--- config.mk ---
export PLATFORM = sky130hd
export DESIGN_NAME = register_map_access_policy
export DESIGN_NICKNAME = d
export VERILOG_FILES = /design/src/regmap_pkg.sv /design/src/regmap_if.sv /design/src/register_map_access_policy.sv /design/src/addr_decode.sv /design/src/word_pec.sv
export SDC_FILE = /design/constraint.sdc
export NUM_CORES = 2
export LEC_CHECK = 0
export BUFFER_PORTS_ARGS = -buffer_cell sky130_fd_sc_hd__buf_2
export CAP_MARGIN = 20
export CORE_UTILIZATION = 57
export CTS_CLUSTER_DIAMETER = 120
export DETAILED_ROUTE_END_ITERATION = 6
export PLACE_DENSITY_LB_ADDON = 0.1
export SLEW_MARGIN = 20
export SYNTH_ARGS = -nofsm -noshare
export SYNTH_HDL_FRONTEND = slang
export SYNTH_SLANG_ARGS = --single-unit
--- constraint.sdc ---
create_clock -name clk -period 4.25 [get_ports clk]
set_input_delay 0.6375 -clock clk [delete_from_list [all_inputs] [get_ports clk]]
set_output_delay 0.6375 -clock clk [all_outputs]
set_load 0.01 [all_outputs]
--- src/regmap_pkg.sv ---
// Notes on behaviour
// A request with a protocol or check error is dropped and sets an alert.
// User registers lie in 0x00 to 0x98, unlisted ones there are reserved.
// Addresses 0x2C to 0x2F and 0x46 are reserved and hold no register.
// Addresses 0x99 to 0xFF are reserved maker space outside the user map.
// A valid access to a reserved address raises no error.
// Writes to a reserved address are dropped, and reads of one return zero.
// A block readback gives zero for each reserved address and skips none.
// The check code covers all 16 data bits of a word, unused bits included.
// Unused bits of a defined register are not stored and read as zero.
// Both config spare fields store and read back data and steer nothing.
// Host software should avoid writing reserved addresses.
// A valid write to a busy register is ignored and sets the reject alert.
// Addresses decode as 8 bits, each one a register or reserved.
package regmap_pkg;
  localparam logic [7:0] USER_LAST = 8'h98;
  localparam logic [7:0] RSV_LO_FIRST = 8'h2C;
  localparam logic [7:0] RSV_LO_LAST = 8'h2F;
  localparam logic [7:0] RSV_SINGLE = 8'h46;
  localparam logic [7:0] MFR_FIRST = 8'h99;
  localparam int USER_DEPTH = 153;
  localparam logic [7:0] ALERT1_ADDR = 8'h02;
  localparam logic [7:0] ALERT2_ADDR = 8'h03;
  localparam logic [7:0] CFG1_ADDR = 8'h10;
  localparam logic [7:0] CFG2_ADDR = 8'h11;
  localparam int S1_PEC_BIT = 5;
  localparam int S1_PROTO_BIT = 4;
  localparam int S2_RJCT_BIT = 0;
  localparam logic [15:0] S1_MASK = 16'hFFBF;
  localparam logic [15:0] S2_MASK = 16'hFE05;
  localparam logic [15:0] CFG1_SPARE_MASK = 16'hF000;
  localparam logic [15:0] CFG2_SPARE_MASK = 16'hF800;
  localparam logic [15:0] CFG_MASK = 16'hFFFF;
  localparam logic [15:0] DEF_MASK = 16'hFFFF;
  localparam logic [15:0] REG_RESET = 16'h0000;
  localparam logic [7:0] PEC_POLY = 8'hA6;
  localparam logic [7:0] PEC_INIT = 8'h00;

  typedef enum logic {PH_IDLE, PH_BLOCK} phase_e;

  function automatic logic is_reserved(input logic [7:0] a);
    is_reserved = (a >= MFR_FIRST) || (a > USER_LAST) ||
                   ((a >= RSV_LO_FIRST) && (a <= RSV_LO_LAST)) ||
                   (a == RSV_SINGLE);
  endfunction
endpackage

--- src/regmap_if.sv ---
`timescale 1ns/10ps
interface regmap_if;
  logic [7:0] addr;
  logic reserved;
  logic [15:0] mask;
  logic [15:0] wdata;
  logic [15:0] rdata;
  logic [7:0] wr_pec;
  logic [7:0] rd_pec;
  modport policy(output addr, wdata, rdata,
                 input reserved, mask, wr_pec, rd_pec);
  modport decoder(input addr, output reserved, mask);
  modport crc_side(input wdata, rdata, output wr_pec, rd_pec);
endinterface

--- src/register_map_access_policy.sv ---
`timescale 1ns/10ps
module register_map_access_policy (
  // Clock and reset
  input wire logic clk,
  input wire logic resetn,
  // Request from the deframer
  input wire logic req_valid,
  output logic req_ready,
  input wire logic req_write,
  input wire logic [7:0] req_addr,
  input wire logic [15:0] req_wdata,
  input wire logic [7:0] req_pec,
  input wire logic [7:0] req_count,
  input wire logic req_proto_ok,
  // Internal operation in progress
  input wire logic busy_valid,
  input wire logic [7:0] busy_addr,
  // Answer
  output logic rsp_valid,
  output logic [15:0] rsp_data,
  output logic [7:0] rsp_pec,
  output logic rsp_last,
  output logic wr_done,
  output logic wr_rejected,
  // Status
  output logic [15:0] first_alert_summary_word,
  output logic [15:0] second_alert_summary_word,
  output logic write_rejected_alert
);
  typedef struct packed {
    regmap_pkg::phase_e phase;
    logic [7:0] blk_addr;
    logic [7:0] blk_left;
    logic rsp_valid;
    logic [15:0] rsp_data;
    logic [7:0] rsp_pec;
    logic rsp_last;
    logic wr_done;
    logic wr_rejected;
    logic [regmap_pkg::USER_DEPTH-1:0][15:0] regs;
  } state_s;

  state_s st_r;
  state_s st_nxt;

  regmap_if lnk();

  logic [7:0] cur_addr;
  logic [15:0] rd_word;
  logic take;
  logic pec_ok;
  logic busy_hit;
  logic [15:0] set1;
  logic [15:0] set2;

  addr_decode u_dec (
    .dif(lnk.decoder)
  );

  word_pec u_pec (
    .cif(lnk.crc_side)
  );

  // Address under decode follows the block walk
  always_comb begin
    if (st_r.phase == regmap_pkg::PH_BLOCK) begin
      cur_addr = st_r.blk_addr;
    end else begin
      cur_addr = req_addr;
    end
  end

  // Read value of the address under decode
  always_comb begin
    if (lnk.reserved) begin
      rd_word = 16'h0000;
    end else begin
      rd_word = st_r.regs[cur_addr] & lnk.mask;
    end
  end

  assign lnk.addr = cur_addr;
  assign lnk.wdata = req_wdata;
  assign lnk.rdata = rd_word;

  assign req_ready = (st_r.phase == regmap_pkg::PH_IDLE);
  assign take = req_valid && req_ready;
  assign pec_ok = (lnk.wr_pec == req_pec);
  assign busy_hit = busy_valid && (busy_addr == req_addr);

  always_comb begin
    st_nxt = st_r;
    st_nxt.rsp_valid = 1'b0;
    st_nxt.rsp_last = 1'b0;
    st_nxt.wr_done = 1'b0;
    st_nxt.wr_rejected = 1'b0;
    set1 = 16'h0000;
    set2 = 16'h0000;
    case (st_r.phase)
      regmap_pkg::PH_IDLE: begin
        if (take) begin
          if (!req_proto_ok) begin
            set1[regmap_pkg::S1_PROTO_BIT] = 1'b1;
          end else if (req_write && !pec_ok) begin
            set1[regmap_pkg::S1_PEC_BIT] = 1'b1;
          end else if (req_write) begin
            st_nxt.wr_done = 1'b1;
            if (busy_hit) begin
              st_nxt.wr_rejected = 1'b1;
              set2[regmap_pkg::S2_RJCT_BIT] = 1'b1;
            end else if (!lnk.reserved) begin
              st_nxt.regs[req_addr] = req_wdata & lnk.mask;
            end
            // Reserved write falls through silently
          end else begin
            st_nxt.rsp_valid = 1'b1;
            st_nxt.rsp_data = rd_word;
            st_nxt.rsp_pec = lnk.rd_pec;
            st_nxt.blk_addr = req_addr + 8'h01;
            if (req_count > 8'h01) begin
              st_nxt.blk_left = req_count - 8'h01;
              st_nxt.phase = regmap_pkg::PH_BLOCK;
            end else begin
              st_nxt.rsp_last = 1'b1;
            end
          end
        end
      end
      regmap_pkg::PH_BLOCK: begin
        st_nxt.rsp_valid = 1'b1;
        st_nxt.rsp_data = rd_word;
        st_nxt.rsp_pec = lnk.rd_pec;
        st_nxt.blk_addr = st_r.blk_addr + 8'h01;
        st_nxt.blk_left = st_r.blk_left - 8'h01;
        if (st_r.blk_left == 8'h01) begin
          st_nxt.rsp_last = 1'b1;
          st_nxt.phase = regmap_pkg::PH_IDLE;
        end
      end
      default: begin
        st_nxt.phase = regmap_pkg::PH_IDLE;
      end
    endcase
    // Alert set wins over a same-cycle software write
    st_nxt.regs[regmap_pkg::ALERT1_ADDR] =
      st_nxt.regs[regmap_pkg::ALERT1_ADDR] | (set1 & regmap_pkg::S1_MASK);
    st_nxt.regs[regmap_pkg::ALERT2_ADDR] =
      st_nxt.regs[regmap_pkg::ALERT2_ADDR] | (set2 & regmap_pkg::S2_MASK);
  end

  always_ff @(posedge clk or negedge resetn) begin
    if (!resetn) begin
      st_r <= '0;
    end else begin
      st_r <= st_nxt;
    end
  end

  assign rsp_valid = st_r.rsp_valid;
  assign rsp_data = st_r.rsp_data;
  assign rsp_pec = st_r.rsp_pec;
  assign rsp_last = st_r.rsp_last;
  assign wr_done = st_r.wr_done;
  assign wr_rejected = st_r.wr_rejected;
  assign first_alert_summary_word = st_r.regs[regmap_pkg::ALERT1_ADDR];
  assign second_alert_summary_word = st_r.regs[regmap_pkg::ALERT2_ADDR];
  assign write_rejected_alert =
    st_r.regs[regmap_pkg::ALERT2_ADDR][regmap_pkg::S2_RJCT_BIT];
endmodule

--- src/addr_decode.sv ---
`timescale 1ns/10ps
module addr_decode (
  // Decode link
  regmap_if.decoder dif
);
  always_comb begin
    dif.reserved = regmap_pkg::is_reserved(dif.addr);
    case (dif.addr)
      regmap_pkg::ALERT1_ADDR: dif.mask = regmap_pkg::S1_MASK;
      regmap_pkg::ALERT2_ADDR: dif.mask = regmap_pkg::S2_MASK;
      regmap_pkg::CFG1_ADDR: dif.mask = regmap_pkg::CFG_MASK;
      regmap_pkg::CFG2_ADDR: dif.mask = regmap_pkg::CFG_MASK;
      default: dif.mask = regmap_pkg::DEF_MASK;
    endcase
  end
endmodule

--- src/word_pec.sv ---
`timescale 1ns/10ps
module word_pec (
  // Check link
  regmap_if.crc_side cif
);
  // Bitwise code over all 16 bits, MSB first
  function automatic logic [7:0] crc16b(input logic [15:0] d);
    logic [7:0] c;
    c = regmap_pkg::PEC_INIT;
    for (int i = 15; i >= 0; i--) begin
      if (c[7] ^ d[i]) begin
        c = {c[6:0], 1'b0} ^ regmap_pkg::PEC_POLY;
      end else begin
        c = {c[6:0], 1'b0};
      end
    end
    crc16b = c;
  endfunction

  always_comb begin
    cif.wr_pec = crc16b(cif.wdata);
    cif.rd_pec = crc16b(cif.rdata);
  end
endmodule

==> flow_summary.json <==
{
  "regArea_um2": 62400,
  "ant_nets": 0,
  "drv_cap": 0,
  "synth-compound-area-share_pct": 12.6,
  "clockRootBuffer": "clkbuf_16",
  "grt_pass1_wl_um": 613000,
  "routedWlPerCell_um": 30.5,
  "endpoint_kind": "flop",
  "place_congestion": 0.979,
  "startpoint_type": "flop",
  "rows": 164,
  "syn_inst": 10200,
  "fillers": 14300,
  "num_vias": 90900,
  "synth_common_cells": "dfrtp_1, mux2_2, nand2_1",
  "share_seq_of_total_power_pct": 24.3,
  "critical_path_required_ps": 5060,
  "leakage_uw": 0.0682,
  "synth_edf_count": 0,
  "fin_skew_ps": 53.6,
  "vias_per_cell": 6.58,
  "cts_tree": "done",
  "yosys.area_share.simple_pct": 8.32,
  "tightest_slew_ps": 1190,
  "synthFlopType": "dfrtp_1",
  "start_util_pct": 57.5,
  "synthAdderAreaFrac_pct": 0.0978,
  "p_comb_share_pct": 51.0,
  "synth_top_area_cell": "dfrtp_1",
  "avgSynthCellArea_um2": 11.2,
  "p_per_area_nw_per_um2": 714,
  "reg2reg_depth": 19,
  "grt_max_degree": 137,
  "internal_power_uw": 61800,
  "crit_type": "flop to flop",
  "grtUsageTotal_pct": 40.6,
  "clkTransAtPathRegs_ps": 60,
  "setup_ws_ps": -605,
  "p_switching_uw": 38800,
  "grt_overflow": 0,
  "syn2layout_area_growth_pct": 22.4,
  "yosysTopAreaCellShare_pct": 54.2,
  "finalHoldViolations": 0,
  "core_um2": 200000,
  "synth_xor_area_share_pct": 0.965,
  "drt-total-wl_um": 422000,
  "cts-buffers-inserted": 283,
  "cp_max_fo": 20,
  "grt_pass1_vias": 90200,
  "htree_levels": 5,
  "swShare_pct": 38.6,
  "min_to": "first_alert_summary_word[5]",
  "rsz0062_at_grt": "yes",
  "peakVddDrop_uv": 2250,
  "yosysMostFrequentCell": "dfrtp_1",
  "die_y_um": 451,
  "dieArea_um2": 204000,
  "clkLatencyLatePin_ps": 950,
  "ys_ff_latch": 2492,
  "ys_types": 97,
  "multi_input_area_um2": 48900,
  "cts_sinks": 2492,
  "reg2reg_from": "st_r[2492]",
  "finalSetupViolCount": 196,
  "dp_hpwl_um": 272000,
  "io_buffers": 114,
  "netlist_area_um2": 115000,
  "whs_ps": 83.7,
  "die_w_um": 451,
  "violations": "design-rule violations, negative setup slack",
  "synth_area_leaders": "dfrtp_1, mux2_2, nand2_1, o21ai_0, o22ai_1",
  "slew-limit-headroom_pct": 20.6,
  "drtPass1Iterations": 7,
  "fin_crit_sh_pct": 114,
  "drc_errors": 1,
  "rrSetupSlack_ps": -600,
  "hold_depth": 3,
  "preCtsSetupSlack_ps": -1450,
  "io-pin-count": 116,
  "reg2reg_to": "rsp_pec[2]",
  "cp.arrival_ps": 5660,
  "min_period_ps": 4850,
  "ys_warn_count": 0,
  "synth.area.mux_share_pct": 19.1,
  "synth_top_family_by_area": "multiplexers",
  "min_from": "req_write",
  "ys_seq_area_share_pct": 54.2,
  "drtIter0Drc": 10900,
  "async_flop_share_pct": 100,
  "slew_violations": 0,
  "syn_nets": 10300,
  "antenna_found_initial": 25,
  "hold_class": "input pin to flop",
  "p_clk_share_pct": 24.7,
  "fmax_mhz": 206,
  "clock_path_buffers": 4,
  "layout.nets": 11000,
  "drive_above_1_share_pct": 36.9,
  "status": "finished with violations"
}
-- power groups by stage --
stage	logic (uW)	registers, uW	clock network, uW
floorplan	22600	24700	0
global placement	43800	24800	0
detailed placement	44000	24900	0
CTS	47500	24400	25000
global route	52800	24400	26000
finish	51300	24500	24900
-- state kept, by name, indices dropped and copies added (netlist names) --
register and count:
wr_done 1, first_alert_summary_word 16, rsp_pec 7, st_r 2433, wr_rejected 1, rsp_last 1
rsp_valid 1, rsp_data 16, second_alert_summary_word 16
-- critical path, cell delays in order (launching register included) --
cell and delay, ps:
dfrtp_2 490, buf_12 170, buf_4 150, buf_12 140
mux2i_4 210, nand2_8 180, buf_12 270, a41oi_1 130
o41ai_4 560, buf_4 220, a41oi_4 160, a2111o_1 400
buf_4 160, xor2_1 160, xnor2_1 200, buf_4 160
xnor3_2 400, xnor2_4 190, xnor2_1 130, mux2_4 250
-- metrics by stage --
stage / power [uW] / area [um2] / setup TNS (ps) / utilization (%) / instances
after floorplan: 47300 / 115000 / 0 / - / 10200
after global placement: 68600 / 128000 / -965500 / 63.8 / 13200
after detailed placement: 68800 / 128000 / -898340 / 63.8 / 13200
after CTS: 97000 / 139000 / -2610 / 69.4 / 13700
after global routing: 103000 / 141000 / -32800 / 70.4 / 13800
final: 101000 / 141000 / -13900 / 70.4 / 13800
-- how the worst max path moves through the flow --
stage	from	endpoint	slack [ps]
after floorplan	req_wdata[13]	st_r[1109]	8
after global placement	req_addr[1]	rsp_pec[3]	-1950
after detailed placement	req_addr[1]	rsp_pec[6]	-1450
after CTS	st_r[2492]	rsp_pec[2]	-440
after global routing	st_r[2492]	rsp_pec[7]	-670
final	st_r[2492]	rsp_pec[2]	-600
-- layout by cell type (no fill, tap or decap), drive strengths merged, types with 10 or more instances in the layout --
cell type	count
dfrtp	2492
mux2	1888
buf	1506
nand2	1502
o21ai	772
o22ai	495
clkbuf	439
a21oi	413
nand3	349
a21o	275
a41oi	125
nor2	103
o41ai	102
and3	72
a31oi	72
nand4	68
xnor2	50
mux2i	41
clkinv	39
xor2	32
nor3	26
nor4	25
bufinv	20
inv	20
and2	18
mux4	15
xnor3	14
a311oi	12
o221ai	10
bufbuf	10
-- kinds of logic (layout without fill, tap and decap cells) --
family | Yosys count | after routing
flip-flops | 2492 | 2492
XOR/XNOR | 98 | 98
other | 1 | 10
AND/OR/NAND/NOR | 2206 | 2206
buffers and inverters | 1132 | 2040
AO/OA/AOI/OAI | 2363 | 2363
adder cells (fa/ha/maj) | 9 | 9
multiplexers | 1944 | 1944
-- routing by layer --
metal | track usage, % | wire, um
met3 | 9.79 | 43400
met1 | 55.0 | 165000
met2 | 60.0 | 186000
met4 | 23.5 | 27300
met5 | 0 | 77
-- layout make-up --
class	count	area share (%)
clock inverter	66	0.607
antenna	9	0.0160
sequential	2492	44.3
tap	2656	2.36
inverter	17	0.0471
timing repair buffer	1537	12.0
clock buffer	420	6.03
multi-input combinational	6621	34.7
-- what timing repair did --
action	in CTS	in global routing
endpoints found under the setup margin	1610	804
endpoints found under the hold margin	58	0
hold buffers	2	0
pin swaps	67	50
gates cloned	14	20
gates resized for setup	178	186
setup buffers	54	85
Note: power is estimated with default switching activity, not from simulation.
